## src/rtc_params.svh

```systemverilog
// Constants for the reversal torque compensation block
//
// Overview of operation
// - Add compensation torque at each speed reversal
// - Bits 8/9 select type; both set prohibited
// - Amounts in current percent, range -1 to 200
// - Secondary zero: primary used both directions
// - Primary zero: secondary used both directions
// - Minus one disables that direction, and the other one too if it is zero
// - CW: plus-to-minus secondary; CCW swapped
// - Type 1 blocks overshoot and adaptive filter
`ifndef RTC_PARAMS_SVH
`define RTC_PARAMS_SVH

// ------------------------------------------------------------------
// Register map (word offsets on the register port)
// ------------------------------------------------------------------
`define RTC_ADDR_FEAT   4'h0
`define RTC_ADDR_PRIM   4'h1
`define RTC_ADDR_SEC    4'h2
`define RTC_ADDR_CTRL   4'h3
`define RTC_ADDR_STAT   4'h4

// ------------------------------------------------------------------
// Field positions
// ------------------------------------------------------------------
`define RTC_BIT_TYPE_LO 8
`define RTC_BIT_TYPE_HI 9
`define RTC_BIT_OVSA    10
`define RTC_BIT_OVSB    11
`define RTC_BIT_AFILT   12
`define RTC_BIT_CCW     0
`define RTC_BIT_RNGERR  2

// ------------------------------------------------------------------
// Reset values and limits
// ------------------------------------------------------------------
`define RTC_RST_FEAT    16'h0000
`define RTC_RST_PRIM    16'sh0000
`define RTC_RST_SEC     16'sh0000
`define RTC_AMT_MIN     16'shffff
`define RTC_AMT_MAX     16'sh00c8
`define RTC_AMT_OFF     16'shffff
`define RTC_TQ_MAX      16'sh7fff
`define RTC_TQ_MIN      16'sh8000

`endif

```

## src/rtc_pkg.sv

```systemverilog
// Types shared by the reversal torque compensation files
package rtc_pkg;
  // Compensation type decoded from the feature select word
  typedef enum logic [1:0] {
    RTC_NONE,
    RTC_TYPE1,
    RTC_TYPE2,
    RTC_BAD
  } rtc_type_t;
endpackage

```

## src/rtc_amount_sel.sv

```systemverilog
// Effective amount for one reversal direction, with mirroring
`timescale 1ns/1ps
`include "rtc_params.svh"
module rtc_amount_sel
  import rtc_pkg::*;
(
  input  wire logic signed [15:0] i_own,   // Amount for this direction
  input  wire logic signed [15:0] i_other, // Amount for other direction
  output logic signed [15:0]      o_amt    // Torque to add, 0 = none
);
  // ----------------------------------------------------------------
  // Selection
  // ----------------------------------------------------------------
  always_comb begin
    if (i_own == `RTC_AMT_OFF) begin
      o_amt = 16'sh0000;             // Direction disabled
    end else if (i_own == 16'sh0000) begin
      // Zero mirrors the other amount
      o_amt = (i_other == `RTC_AMT_OFF) ? 16'sh0000 : i_other;
    end else begin
      o_amt = i_own;                 // Own amount applies
    end
  end
endmodule

```

## src/rtc_rev_detect.sv

```systemverilog
// Detects a sign change of the commanded speed between samples
`timescale 1ns/1ps
`include "rtc_params.svh"
module rtc_rev_detect
  import rtc_pkg::*;
(
  input  wire logic               i_clk,    // Control clock
  input  wire logic               i_rst_n,  // Async reset, low
  input  wire logic               i_valid,  // New speed sample
  input  wire logic signed [15:0] i_speed,  // Commanded speed
  output logic                    o_rev,    // Reversal this sample
  output logic                    o_to_neg  // New direction is minus
);
  logic last_neg_q;  // Sign of last nonzero sample
  logic have_dir_q;  // A nonzero sample has been seen
  logic nonzero;     // Current sample carries a direction

  // ----------------------------------------------------------------
  // Combinational detection
  // ----------------------------------------------------------------
  // Zero samples keep the old direction, so +,0,- still counts once
  always_comb begin
    nonzero  = (i_speed != 16'sh0000);
    o_to_neg = i_speed[15];
    o_rev    = i_valid && nonzero && have_dir_q &&
               (i_speed[15] != last_neg_q);
  end

  // ----------------------------------------------------------------
  // Direction memory
  // ----------------------------------------------------------------
  always_ff @(posedge i_clk or negedge i_rst_n) begin
    if (!i_rst_n) begin
      last_neg_q <= 1'b0;
      have_dir_q <= 1'b0;
    end else if (i_valid && nonzero) begin
      last_neg_q <= i_speed[15];
      have_dir_q <= 1'b1;
    end
  end
endmodule

```

## src/rtc_top.sv

```systemverilog
// Reversal torque compensation: registers, selection and adder
//
// The register offsets and strobed register access were chosen for this implementation.
`timescale 1ns/1ps
`include "rtc_params.svh"
module rtc_top
  import rtc_pkg::*;
(
  input  wire logic               I_CLOCK,        // 200 MHz clock
  input  wire logic               I_RST_N,        // Async reset, low
  input  wire logic [3:0]         I_ADDR,         // Register word index
  input  wire logic [15:0]        I_WR_DATA,      // Write data
  input  wire logic               I_WR,           // Write strobe
  input  wire logic               I_RD,           // Read strobe
  output logic [15:0]             O_RD_DATA,      // Read data, next cycle
  input  wire logic               I_SAMPLE_VALID, // Control sample pulse
  input  wire logic signed [15:0] I_SPEED_CMD,    // Commanded speed
  input  wire logic signed [15:0] I_TORQUE_CMD,   // Torque command, %
  output logic                    O_TORQUE_VALID, // Output sample pulse
  output logic signed [15:0]      O_TORQUE_OUT,   // Compensated torque
  output logic                    O_COMP_PULSE,   // Compensation applied
  output logic [1:0]              O_OVS_EN,       // Overshoot type bits
  output logic                    O_AFILT_EN      // Adaptive filter on
);
  // ----------------------------------------------------------------
  // Declarations
  // ----------------------------------------------------------------
  logic [15:0]        feat_q;      // Feature select word
  logic signed [15:0] prim_q;      // Primary amount
  logic signed [15:0] sec_q;       // Secondary amount
  logic               ccw_q;       // Rotation set to CCW
  logic               rng_err_q;   // Rejected out-of-range write
  logic [7:0]         rev_cnt_q;   // Reversals compensated
  logic [15:0]        rd_data_q;   // Read data register
  logic               tq_vld_q;    // Output valid register
  logic signed [15:0] tq_q;        // Output torque register
  logic               comp_q;      // Compensation pulse register
  rtc_type_t          ctype;       // Decoded compensation type
  logic               rev;         // Reversal in this sample
  logic               to_neg;      // Reversal toward minus
  logic signed [15:0] prim_eff;    // Amount for primary direction
  logic signed [15:0] sec_eff;     // Amount for secondary direction
  logic signed [15:0] add_mag;     // Amount chosen for this reversal
  logic signed [16:0] sum;         // Widened sum for saturation
  logic               apply;       // Compensation added now
  logic [15:0]        feat_wr;     // Feature word after masking
  logic               amt_ok;      // Write data within range
  logic               wr_feat;     // Write to feature word
  logic               wr_prim;     // Write to primary amount
  logic               wr_sec;      // Write to secondary amount

  // ----------------------------------------------------------------
  // Type decode and write qualification
  // ----------------------------------------------------------------
  // Both bits set is not allowed and behaves as no compensation
  always_comb begin
    unique case ({feat_q[`RTC_BIT_TYPE_HI], feat_q[`RTC_BIT_TYPE_LO]})
      2'b00: ctype = RTC_NONE;
      2'b01: ctype = RTC_TYPE1;
      2'b10: ctype = RTC_TYPE2;
      2'b11: ctype = RTC_BAD;
    endcase
  end

  // Range check against -1..200; out-of-range writes are dropped
  always_comb begin
    amt_ok  = ($signed(I_WR_DATA) >= `RTC_AMT_MIN) &&
              ($signed(I_WR_DATA) <= `RTC_AMT_MAX);
    wr_feat = I_WR && (I_ADDR == `RTC_ADDR_FEAT);
    wr_prim = I_WR && (I_ADDR == `RTC_ADDR_PRIM);
    wr_sec  = I_WR && (I_ADDR == `RTC_ADDR_SEC);
  end

  // Type 1 forces the overshoot and filter bits off on any write
  always_comb begin
    feat_wr = I_WR_DATA;
    if (I_WR_DATA[`RTC_BIT_TYPE_LO] && !I_WR_DATA[`RTC_BIT_TYPE_HI])
    begin
      feat_wr[`RTC_BIT_OVSA]  = 1'b0;
      feat_wr[`RTC_BIT_OVSB]  = 1'b0;
      feat_wr[`RTC_BIT_AFILT] = 1'b0;
    end
  end

  // ----------------------------------------------------------------
  // Configuration registers
  // ----------------------------------------------------------------
  always_ff @(posedge I_CLOCK or negedge I_RST_N) begin
    if (!I_RST_N) begin
      feat_q <= `RTC_RST_FEAT;
    end else if (wr_feat) begin
      feat_q <= feat_wr;
    end
  end

  // Amounts keep their old value on a rejected write
  always_ff @(posedge I_CLOCK or negedge I_RST_N) begin
    if (!I_RST_N) begin
      prim_q <= `RTC_RST_PRIM;
      sec_q  <= `RTC_RST_SEC;
    end else begin
      if (wr_prim && amt_ok) begin
        prim_q <= $signed(I_WR_DATA);
      end
      if (wr_sec && amt_ok) begin
        sec_q <= $signed(I_WR_DATA);
      end
    end
  end

  // Rotation setting, common to every axis served
  always_ff @(posedge I_CLOCK or negedge I_RST_N) begin
    if (!I_RST_N) begin
      ccw_q <= 1'b0;
    end else if (I_WR && (I_ADDR == `RTC_ADDR_CTRL)) begin
      ccw_q <= I_WR_DATA[`RTC_BIT_CCW];
    end
  end

  // Sticky range error; a new error wins over a clear
  always_ff @(posedge I_CLOCK or negedge I_RST_N) begin
    if (!I_RST_N) begin
      rng_err_q <= 1'b0;
    end else if ((wr_prim || wr_sec) && !amt_ok) begin
      rng_err_q <= 1'b1;
    end else if (I_WR && (I_ADDR == `RTC_ADDR_STAT) &&
                 I_WR_DATA[`RTC_BIT_RNGERR]) begin
      rng_err_q <= 1'b0;
    end
  end

  // ----------------------------------------------------------------
  // Read port
  // ----------------------------------------------------------------
  // Data stand one cycle only; unmapped indexes read zero
  always_ff @(posedge I_CLOCK or negedge I_RST_N) begin
    if (!I_RST_N) begin
      rd_data_q <= 16'h0000;
    end else if (I_RD) begin
      unique case (I_ADDR)
        `RTC_ADDR_FEAT: rd_data_q <= feat_q;
        `RTC_ADDR_PRIM: rd_data_q <= prim_q;
        `RTC_ADDR_SEC:  rd_data_q <= sec_q;
        `RTC_ADDR_CTRL: rd_data_q <= {15'h0000, ccw_q};
        `RTC_ADDR_STAT: rd_data_q <= {rev_cnt_q, 5'h00, rng_err_q,
                                      ctype};
        default:        rd_data_q <= 16'h0000;
      endcase
    end else begin
      rd_data_q <= 16'h0000;
    end
  end

  // ----------------------------------------------------------------
  // Reversal detection and amount selection
  // ----------------------------------------------------------------
  rtc_rev_detect u_rev (
    .i_clk    (I_CLOCK),
    .i_rst_n  (I_RST_N),
    .i_valid  (I_SAMPLE_VALID),
    .i_speed  (I_SPEED_CMD),
    .o_rev    (rev),
    .o_to_neg (to_neg)
  );

  rtc_amount_sel u_prim (
    .i_own   (prim_q),
    .i_other (sec_q),
    .o_amt   (prim_eff)
  );

  rtc_amount_sel u_sec (
    .i_own   (sec_q),
    .i_other (prim_q),
    .o_amt   (sec_eff)
  );

  // CW: plus-to-minus takes secondary, minus-to-plus primary
  always_comb begin
    if (to_neg) begin
      add_mag = ccw_q ? prim_eff : sec_eff;
    end else begin
      add_mag = ccw_q ? sec_eff : prim_eff;
    end
    apply = rev && ((ctype == RTC_TYPE1) || (ctype == RTC_TYPE2)) &&
            (add_mag != 16'sh0000);
    // Torque is pushed in the new direction of travel
    if (!apply) begin
      sum = {I_TORQUE_CMD[15], I_TORQUE_CMD};
    end else if (to_neg) begin
      sum = {I_TORQUE_CMD[15], I_TORQUE_CMD} -
            {add_mag[15], add_mag};
    end else begin
      sum = {I_TORQUE_CMD[15], I_TORQUE_CMD} +
            {add_mag[15], add_mag};
    end
  end

  // ----------------------------------------------------------------
  // Output stage
  // ----------------------------------------------------------------
  // One register stage; saturation avoids wrap on large commands
  always_ff @(posedge I_CLOCK or negedge I_RST_N) begin
    if (!I_RST_N) begin
      tq_q     <= 16'sh0000;
      tq_vld_q <= 1'b0;
      comp_q   <= 1'b0;
    end else begin
      tq_vld_q <= I_SAMPLE_VALID;
      comp_q   <= apply;
      if (I_SAMPLE_VALID) begin
        if (sum[16] != sum[15]) begin
          tq_q <= sum[16] ? `RTC_TQ_MIN : `RTC_TQ_MAX;
        end else begin
          tq_q <= sum[15:0];
        end
      end
    end
  end

  // Count of compensated reversals, wraps
  always_ff @(posedge I_CLOCK or negedge I_RST_N) begin
    if (!I_RST_N) begin
      rev_cnt_q <= 8'h00;
    end else if (apply) begin
      rev_cnt_q <= rev_cnt_q + 8'h01;
    end
  end

  assign O_RD_DATA      = rd_data_q;
  assign O_TORQUE_VALID = tq_vld_q;
  assign O_TORQUE_OUT   = tq_q;
  assign O_COMP_PULSE   = comp_q;
  assign O_OVS_EN       = {feat_q[`RTC_BIT_OVSB], feat_q[`RTC_BIT_OVSA]};
  assign O_AFILT_EN     = feat_q[`RTC_BIT_AFILT];

  // ----------------------------------------------------------------
  // Assertions
  // ----------------------------------------------------------------
  logic signed [15:0] chk_tq_q;   // Torque command of last sample
  logic signed [16:0] chk_delta;  // Added torque seen at the output
  logic               chk_small;  // Command far from saturation

  always_ff @(posedge I_CLOCK or negedge I_RST_N) begin
    if (!I_RST_N) begin
      chk_tq_q <= 16'sh0000;
    end else if (I_SAMPLE_VALID) begin
      chk_tq_q <= I_TORQUE_CMD;
    end
  end

  always_comb begin
    chk_delta = {O_TORQUE_OUT[15], O_TORQUE_OUT} -
                {chk_tq_q[15], chk_tq_q};
    chk_small = (I_TORQUE_CMD < 16'sh03e8) &&
                (I_TORQUE_CMD > -16'sh03e8);
  end
endmodule

```

## config.mk

```make
export PLATFORM = sky130hd
export DESIGN_NAME = rtc_top
export DESIGN_NICKNAME = d
export VERILOG_FILES = /design/src/rtc_pkg.sv /design/src/rtc_amount_sel.sv /design/src/rtc_rev_detect.sv /design/src/rtc_top.sv
export VERILOG_INCLUDE_DIRS = /design/src
export SDC_FILE = /design/constraint.sdc
export NUM_CORES = 1
export LEC_CHECK = 0
export BUFFER_PORTS_ARGS = -buffer_cell sky130_fd_sc_hd__buf_2
export CORE_MARGIN = 10
export CORE_UTILIZATION = 29
export DETAILED_ROUTE_END_ITERATION = 8
export SLEW_MARGIN = 20
export SYNTH_ARGS = -nofsm -noshare
export SYNTH_HDL_FRONTEND = slang
export SYNTH_SLANG_ARGS = --single-unit
```

## constraint.sdc

```tcl
create_clock -name I_CLOCK -period 12.3 [get_ports I_CLOCK]
set_clock_uncertainty 0.05 [all_clocks]
set_input_delay 0.615 -clock I_CLOCK [delete_from_list [all_inputs] [get_ports I_CLOCK]]
set_output_delay 0.615 -clock I_CLOCK [all_outputs]
set_load 0.02 [all_outputs]
```

Word level (Yosys, flattened, before mapping)
Index checks and enable logic that the tools add are counted.

word-level totals
  register bits = 94
  latch bits = 0
  RAM bits = 0
  bits in read-only memories = 0
  input bits = 57
  output and inout port bits = 37
  memories = 0

operators by class
  add/subtract/negate cells = 3
  multipliers = 0
  div/mod/pow operators = 0
  order comparisons = 2
  eq/ne operators = 13
  shift operators = 0
  mux-type cells = 19
  bitwise gates (word level) = 0
  reduce and logical (&&, ||, !) cells = 27

operator list
  cell                   number
  $mux W16               12
  $pmux W16 S5           1
  $mux W17               2
  $eq A16 B1 Y1 const B  2
  $logic_not A16 Y1      2
  $reduce_bool A16 Y1    2
  $add A16 B16 Y17       1
  $sub A16 B16 Y17       1
  $ge A16 B1 Y1 const B  1
  $le A16 B9 Y1 const B  1
  $logic_and A1 B1 Y1    16
  $add A8 B1 Y8 const B  1
  $eq A4 B2 Y1 const B   2
  $pmux W2 S4            1
  $eq A2 B2 Y1 const B   3
  $eq A2 B1 Y1 const B   2
  $eq A4 B1 Y1 const B   1
  $eq A4 B3 Y1 const B   1
  $logic_not A4 Y1       1
  $mux W3                1
  $logic_not A1 Y1       2
  $logic_not A2 Y1       1
  $logic_or A1 B1 Y1     2
  $mux W1                2
  2 further kinds        3

Logic depth before layout (Yosys ltp)
Gate-level depths: netlist of run 1.

  word-level depth = 11
  mapped depth = 21

By module
Synthesis of run 1 repeated with hierarchy kept, for this count alone.

second synthesis, totals
  cell total of the unflattened synthesis = 735
  area total of the unflattened synthesis = 6650.1 µm²

by module, submodules not included
  module          times used  cells an instance  area an instance (µm²)
  rtc_top         1           586                5808.1
  rtc_amount_sel  2           68                 354.1
  rtc_rev_detect  1           13                 133.9

Least setup slack after synthesis of run 1
Ideal clock, no wire load.

  path type = input-to-reg
  start = input I_SPEED_CMD[15]
  end = register tq_q[10], in the netlist O_TORQUE_OUT[10]
  data arrival time = 5.020 ns
  path slack = 7.164 ns
  stages = 21
  buffers on the path = 4
  cells stage by stage = buf_2 > xor2_1 > a21oi_2 > buf_2 > a22oi_1 > ha_1 > o221a_2 > nor2_1 > xor2_1 > ha_1 > clkbuf_1 > a21o_1 > a311o_1 > a211oi_1 > nor3_1 > nor3_1 > nor2_1 > xnor3_1 > a31oi_2 > buf_2 > a221o_1

between the ends
  word-level cells in the longest chain between the ends = 9

RTL lines
  element                                                           RTL line        RTL
  from (decl)                                                       rtc_top.sv:17   input wire logic signed [15:0] I_SPEED_CMD,
  branches (longest 6 deep; another with $add A16 B16 Y17)          n/a
  $mux W17 *                                                        rtc_top.sv:188  if (!apply) begin
  $mux W16 (no source line) / $ne A1 B1 Y1 (equally long branches)  n/a
  $mux W16 *                                                        rtc_top.sv:212  if (sum[16] != sum[15]) begin
  to (signal assigned)                                              rtc_top.sv:213  tq_q <= sum[16] ? `RTC_TQ_MIN : `RTC_TQ_MAX;
  to (signal assigned)                                              rtc_top.sv:215  tq_q <= sum[15:0];
  to (decl)                                                         rtc_top.sv:36   logic signed [15:0] tq_q;

Every way passes the cells marked *.
A chain may end at the register's enable or synchronous reset.

Worst setup path in the final report of run 1
  start = register sec_q[3]
  end = register tq_q[9], in the netlist O_TORQUE_OUT[9]

between the ends
  word-level cells in the longest chain between the ends = 11

RTL lines
  element                                                           RTL line                        RTL
  from (decl)                                                       rtc_top.sv:30                   logic signed [15:0] sec_q;
  from (signal assigned)                                            rtc_top.sv:100                  sec_q <= `RTC_RST_SEC;
  from (signal assigned)                                            rtc_top.sv:106                  sec_q <= $signed(I_WR_DATA);
  $eq A16 B1 Y1 (no source line)                                    n/a
  $mux W16                                                          rtc_amount_sel.sv:19            o_amt = (i_other == `RTC_AMT_OFF) ? 16'sh0000 : i_other;
  $mux W16                                                          rtc_amount_sel.sv:17            end else if (i_own == 16'sh0000) begin
  $mux W16                                                          rtc_amount_sel.sv:15            if (i_own == `RTC_AMT_OFF) begin
  $mux W16 (on tied branches)                                       rtc_top.sv:183, rtc_top.sv:181
  $mux W16 *                                                        rtc_top.sv:180                  if (to_neg) begin
  $add A16 B16 Y17, or another cell as far along                    rtc_top.sv:194                  sum = {I_TORQUE_CMD[15], I_TORQUE_CMD} +
  $mux W17 / $logic_and A1 B1 Y1 (equally long branches)            rtc_top.sv:190, rtc_top.sv:185
  $mux W17 *                                                        rtc_top.sv:188
  $mux W16 (no source line) / $ne A1 B1 Y1 (equally long branches)  n/a
  $mux W16 *                                                        rtc_top.sv:212

Mark *: on every way between the ends. The rest lies on a longest branch, timed or not.

==> flow_summary.toml, run 1 <==
[clock_tree]
clk_pin_slew_worst_paths_ps = 70
cts_tree = "built"
cts_resized = 0
cts_made_buffers = 9
post_cts_buffers = 0
clock_sinks = 94
holdBufCountCts = 0
clk_latency_ps = 350
cts_root_buf = "clkbuf_16"
cts_max_level = 3
clockBufferDepth = 2

[floorplanning]
io_pins = 94
die_area_mm2 = 0.02553
die_h_um = 159.8
rows = 51
initial_core_util_pct = 29.30
die_x_um = 159.8
core_mm2 = 0.01933

[grt]
grt_usage_pct = 12.10
grt_use_met3_pct = 3.522
grt_pass1_vias = 4647
overflow = 0
gr-usage-met1_pct = 16.73
grt_max_degree = 75
grt_pass1_wl_mm = 25.31
antenna_found_initial = 0
grt.met2_usage_pct = 18.10
grt_busiest_layer = "met2"

[logic_synthesis]
synth_top_cell_area_share_pct = 41.52
syn-mean-instance-area_um2 = 10.21
synth_area_leaders = "dfrtp_1, mux2_2, ha_1"
syn_area_mm2 = 0.005665
ys_warn_count = 0
ys_seq_area_share_pct = 41.52
synth_top_flop_cell = "dfrtp_1"
synth_edf_count = 0
synth-seq-cells = 94
netlist_instances = 555
yosys.cell_types.count = 63
synth_top_cell_by_area = "dfrtp_1"
syn_nets = 635
async_flop_share_pct = 100.0

[power_and_ir_drop]
p_leak_uw = 0.003071
ir_drop_v = 0.00006521
p_per_area_mw_per_mm2 = 126.2
power_uw = 847.3

[critical_path]
r2r_start = "sec_q[3]"
crit_fanout = 15
ff2ff_path_depth = 18
startpoint_type = "register"
worst_ep_required_time_ps = 12530
cp.arrival_ps = 6100
rr_endpoint = "O_TORQUE_OUT[9]"
critPathCaptureType = "register"
reg2reg_slack_ps = 6430
critPathKind = "register to register"

[timing]
hold_slack_ps = 90.36
slew_headroom_pct = 34.06
tns_ps = 0
rsz0062_at_grt = "no"
worst_slew_pin_slew_ps = 989.0
period_minus_slack_ps = 5874
hold_viol = 0
slew_viol_final = 0
fmaxAchievable_mhz = 170.2
fin_crit_sh_pct = 47.76
setup_viol = 0

[final_layout]
layout_common_cells = "dfrtp_1, buf_2, nor2_1"
diodes = 0
multi_input_comb_area_mm2 = 0.003127
fill_cells = 1983
final_common_cell = "dfrtp_1"
area.sequential_mm2 = 0.002352
final_nets = 719
drive_above_1_share_pct = 27.17
final_util_pct = 34.73
syn2layout_area_growth_pct = 18.53
final_cells = 909

[drt]
drt_iter0_drc = 326
dr.pass1.iters = 5
drc = 0
routed_wl_mm = 15.77
avgViaCountPerCell = 5.201
ant_nets = 0
wl_per_cell_um = 17.35
vias = 4728

[placement]
gp_congestion = 0.8888
hpwl_mm = 11.98
io_buffers = 93
dp.cells = 893

[hold_path]
hold_path_class = "input pin to async pin"

[run_status]
outcome = "finished clean"

[flow_run]
drv_cap = 0
through the flow:
step,setup WS [ps],cell area (um2)
6_report,6426,6715
5_1_grt,5907,6715
4_1_cts,6501,6715
3_5_place_dp,6432,6399
3_3_place_gp,6539,6399
2_1_floorplan,7164,5665
worst max path at each step:
stage	start	to	slack, ps	depth (start not counted)
6_report	sec_q[3]	O_TORQUE_OUT[9]	6430	18
5_1_grt	sec_q[12]	O_TORQUE_OUT[2]	5910	18
4_1_cts	sec_q[3]	O_TORQUE_OUT[9]	6500	18
3_5_place_dp	I_SPEED_CMD[15]	O_TORQUE_OUT[9]	6430	18
3_3_place_gp	I_SPEED_CMD[15]	O_TORQUE_OUT[5]	6540	18
2_1_floorplan	I_SPEED_CMD[15]	O_TORQUE_OUT[10]	7160	21
worst max-delay path, stage by stage, from the launching register on:
cell and delay [ps]:
dfrtp_1 450, nor4_1 390, nand4_1 260, a21oi_2 580
a22oi_1 280, ha_1 310, o221a_2 150, nor2_1 120
xor2_1 160, ha_1 320, a21o_1 220, a311o_1 320
a211oi_1 350, nor3_1 130, nor3_1 310, nor2_1 110
xnor3_1 400, a31oi_2 620, a221o_1 260
where the power goes:
part | internal (uW) | switching (uW) | total, uW
clock network | 170 | 124 | 294
registers | 341 | 26.4 | 368
logic | 81.2 | 104 | 185
metal layers:
layer | vias to the layer above | routed length (um)
met3 | 12 | 1154
met1 | 2279 | 7572
met4 | 0 | 157
li1 | 2258 | -
met5 | - | 0
met2 | 179 | 6885
cells in the mapped netlist (8+ instances only):
master    instances
mux2i_1           9
clkbuf_1         14
a221o_1          13
nor3_1           11
nor4_1           17
nor2_1           41
o21ai_0          26
mux2_4            8
a21oi_1          32
dfrtp_1          94
inv_1            21
ha_1             22
nand2_1          28
mux2_2           36
nand4_1          20
nand3_1           9
xnor2_1          24
a22oi_1          29
xor2_1           13
a21o_1           11
logic make-up after synthesis:
logic type	synth area share, %
simple gates	13.89
compound gates	18.88
xor+xnor	6.117
flops	41.52
mux	10.87
buf+inv	3.511
fa+ha+maj	5.212
layout make-up:
type / count / area share [%]
inverters: 22 / 1.230
flip-flops and latches: 94 / 35.03
clock buffers: 11 / 3.764
repair buffers: 98 / 7.527
clock inverters: 5 / 0.9503
well taps: 265 / 4.938
multi-input cells: 414 / 46.56
sequential cells by signal, summed over array words and instances (netlist names), 8 cells and up:
register      count
O_RD_DATA        16
O_TORQUE_OUT     16
feat_q           16
prim_q           16
sec_q            16
rev_cnt_q         8
No activity file was read; power rests on OpenSTA's default activity.
==> run 2, diff against run 1 <==
==> constraint.sdc (replaced) <==
create_clock -name I_CLOCK -period 5.4 [get_ports I_CLOCK]
set_clock_uncertainty 0.05 [all_clocks]
set_input_delay 0.27 -clock I_CLOCK [delete_from_list [all_inputs] [get_ports I_CLOCK]]
set_output_delay 0.27 -clock I_CLOCK [all_outputs]
set_load 0.02 [all_outputs]
==> run 2 against run 1 <==
Critical path depth rose by 1. Hold slack improved by 38 ps. Sequential power rose by 130%. Cell area rose by 2.0%. Clock power rose by 110%. Clock-buffer cell count fell by 1. Sequential share of layout area fell by 0.62 points. Critical endpoint is now O_TORQUE_OUT[7]. Highest routed layer unchanged.
==> flow_summary.toml, run 2 (synthesis gave the netlist of run 1 again) <==
[grt]
grt_usage_pct = 12.28
overflow = 0
antenna_found_initial = 0
grt_pass1_vias = 4708
grt_max_degree = 78
grt_pass1_wl_mm = 25.71

[clock_tree]
clk_latency_ps = 360
cts_root_buf = "clkbuf_16"
cts_tree = "built"
post_cts_buffers = 0
cts_max_level = 3
clock_sinks = 94
clk_pin_slew_worst_paths_ps = 70
clockBufferDepth = 2
cts_made_buffers = 9

[final_layout]
final_nets = 736
diodes = 0
final_common_cell = "buf_2"
drive_above_1_share_pct = 29.80
syn2layout_area_growth_pct = 20.85
layout_common_cells = "buf_2, dfrtp_1, nor2_1"

[floorplanning]
initial_core_util_pct = 29.30
io_pins = 94
die_h_um = 159.8
rows = 51
core_mm2 = 0.01933
die_area_mm2 = 0.02553
die_x_um = 159.8

[drt]
drt_iter0_drc = 327
routed_wl_mm = 15.90
ant_nets = 0
drc = 0
wl_per_cell_um = 17.17
vias = 4745
dr.pass1.iters = 5
avgViaCountPerCell = 5.124

[power_and_ir_drop]
power_uw = 1881
p_per_area_mw_per_mm2 = 274.7
p_leak_uw = 0.003147
ir_drop_v = 0.0001570

[critical_path]
critical_path_buf_inv_count = 1
cp_top_family = "compound AO/OA/AOI/OAI gates"
cpMaxStageDelayCell = "or4_4"
critPathKind = "register to register"
cp.arrival_ps = 5330
slowest_delay_ps = 570
crit_fanout = 15
worst_ep_required_time_ps = 5580
crit_chain = "nand4_1 > or4_4 > o21a_2 > a22oi_1 > ha_1 > o221a_2 > nor2_1 > xor2_1 > ha_1 > a21o_1 > a311o_1 > a211oi_2 > nor3_1 > nor3_1 > nor2_1 > xnor3_1 > a31oi_2 > buf_4 > a221o_1"
critPathCaptureType = "register"
startpoint_type = "register"

[timing]
worst_slew_pin_slew_ps = 977.3
hold_viol = 0
setup_viol = 0
period_minus_slack_ps = 5147
fmaxAchievable_mhz = 194.3
slew_headroom_pct = 34.84
tns_ps = 0
setup_slack_ps = 253.3
fin_crit_sh_pct = 95.31
slew_viol_final = 0
rsz0062_at_grt = "no"

[flow_run]
drv_cap = 0

[placement]
hpwl_mm = 12.34
io_buffers = 93
gp_congestion = 0.9025
pre_cts_ws_ps = -104.3

[run_status]
outcome = "finished clean"

[hold_path]
hold_path_class = "input pin to register"
## run 2: changes by cell type in the layout (fill, tap and decap cells not counted), moves of 2 or more
cell,change
dlygate4sd3_1,+2
dfrtp_2,+3
buf_4,+15
clkbuf_8,-2
dfrtp_1,-3
inv_6,+2
## run 2: worst paths after layout
kind | from | to | slack, ps | depth (start not counted)
max reg2reg | sec_q[8] | O_TORQUE_OUT[7] | 250 | 19
max in group asynchronous | I_RST_N | sec_q[3] | 3750 | 3
min in group asynchronous | I_RST_N | O_TORQUE_VALID | 260 | 2
min | I_WR_DATA[11] | feat_q[11] | 130 | 3
min reg2reg | u_rev.have_dir_q | u_rev.have_dir_q | 420 | 1
max | sec_q[8] | O_TORQUE_OUT[7] | 250 | 19
## run 2: where the power goes
| part | internal, uW | switching, uW |
|---|---|---|
| logic | 193 | 239 |
| registers | 777 | 58.8 |
| clock network | 319 | 293 |
| total | 1290 | 591 |
## run 2: final cells by class
class,count,area [um2]
clock buffers,10,229.0
clock inverters,6,48.80
fillers,1956,12490
inverters,22,82.58
multi-input cells,414,3161
flip-flops and latches,94,2356
well taps,265,331.6
repair buffers,115,638.1
## run 2: metrics by stage
step	utilization [%]	std cells	hold WS, ps	cell area [um2]
6_report	35.41	926	128.2	6847
5_1_grt	35.41	926	143.7	6847
4_1_cts	35.23	926	125.1	6812
3_5_place_dp	33.68	908	97.75	6511
3_3_place_gp	33.68	908	97.75	6511
2_1_floorplan	-	555	-75.59	5665
## run 2: what timing repair did
action                     in CTS  in global routing
hold endpoints to repair       18                  0
gates resized for setup         1                  7
hold buffers                    2                  0
setup endpoints to repair      13                 15
## run 2: worst min-delay path: stages
cell,delay (ps)
buf_2,110
nand2_1,50
o21ai_0,60
## run 2: layer usage
metal	track usage, %	vias to the layer above	part of all wire, %
met1	16.88	2264	48
met2	18.23	164	43
met5	0	-	0
met4	3.589	0	1.5
met3	3.599	22	6.8
li1	-	2295	-
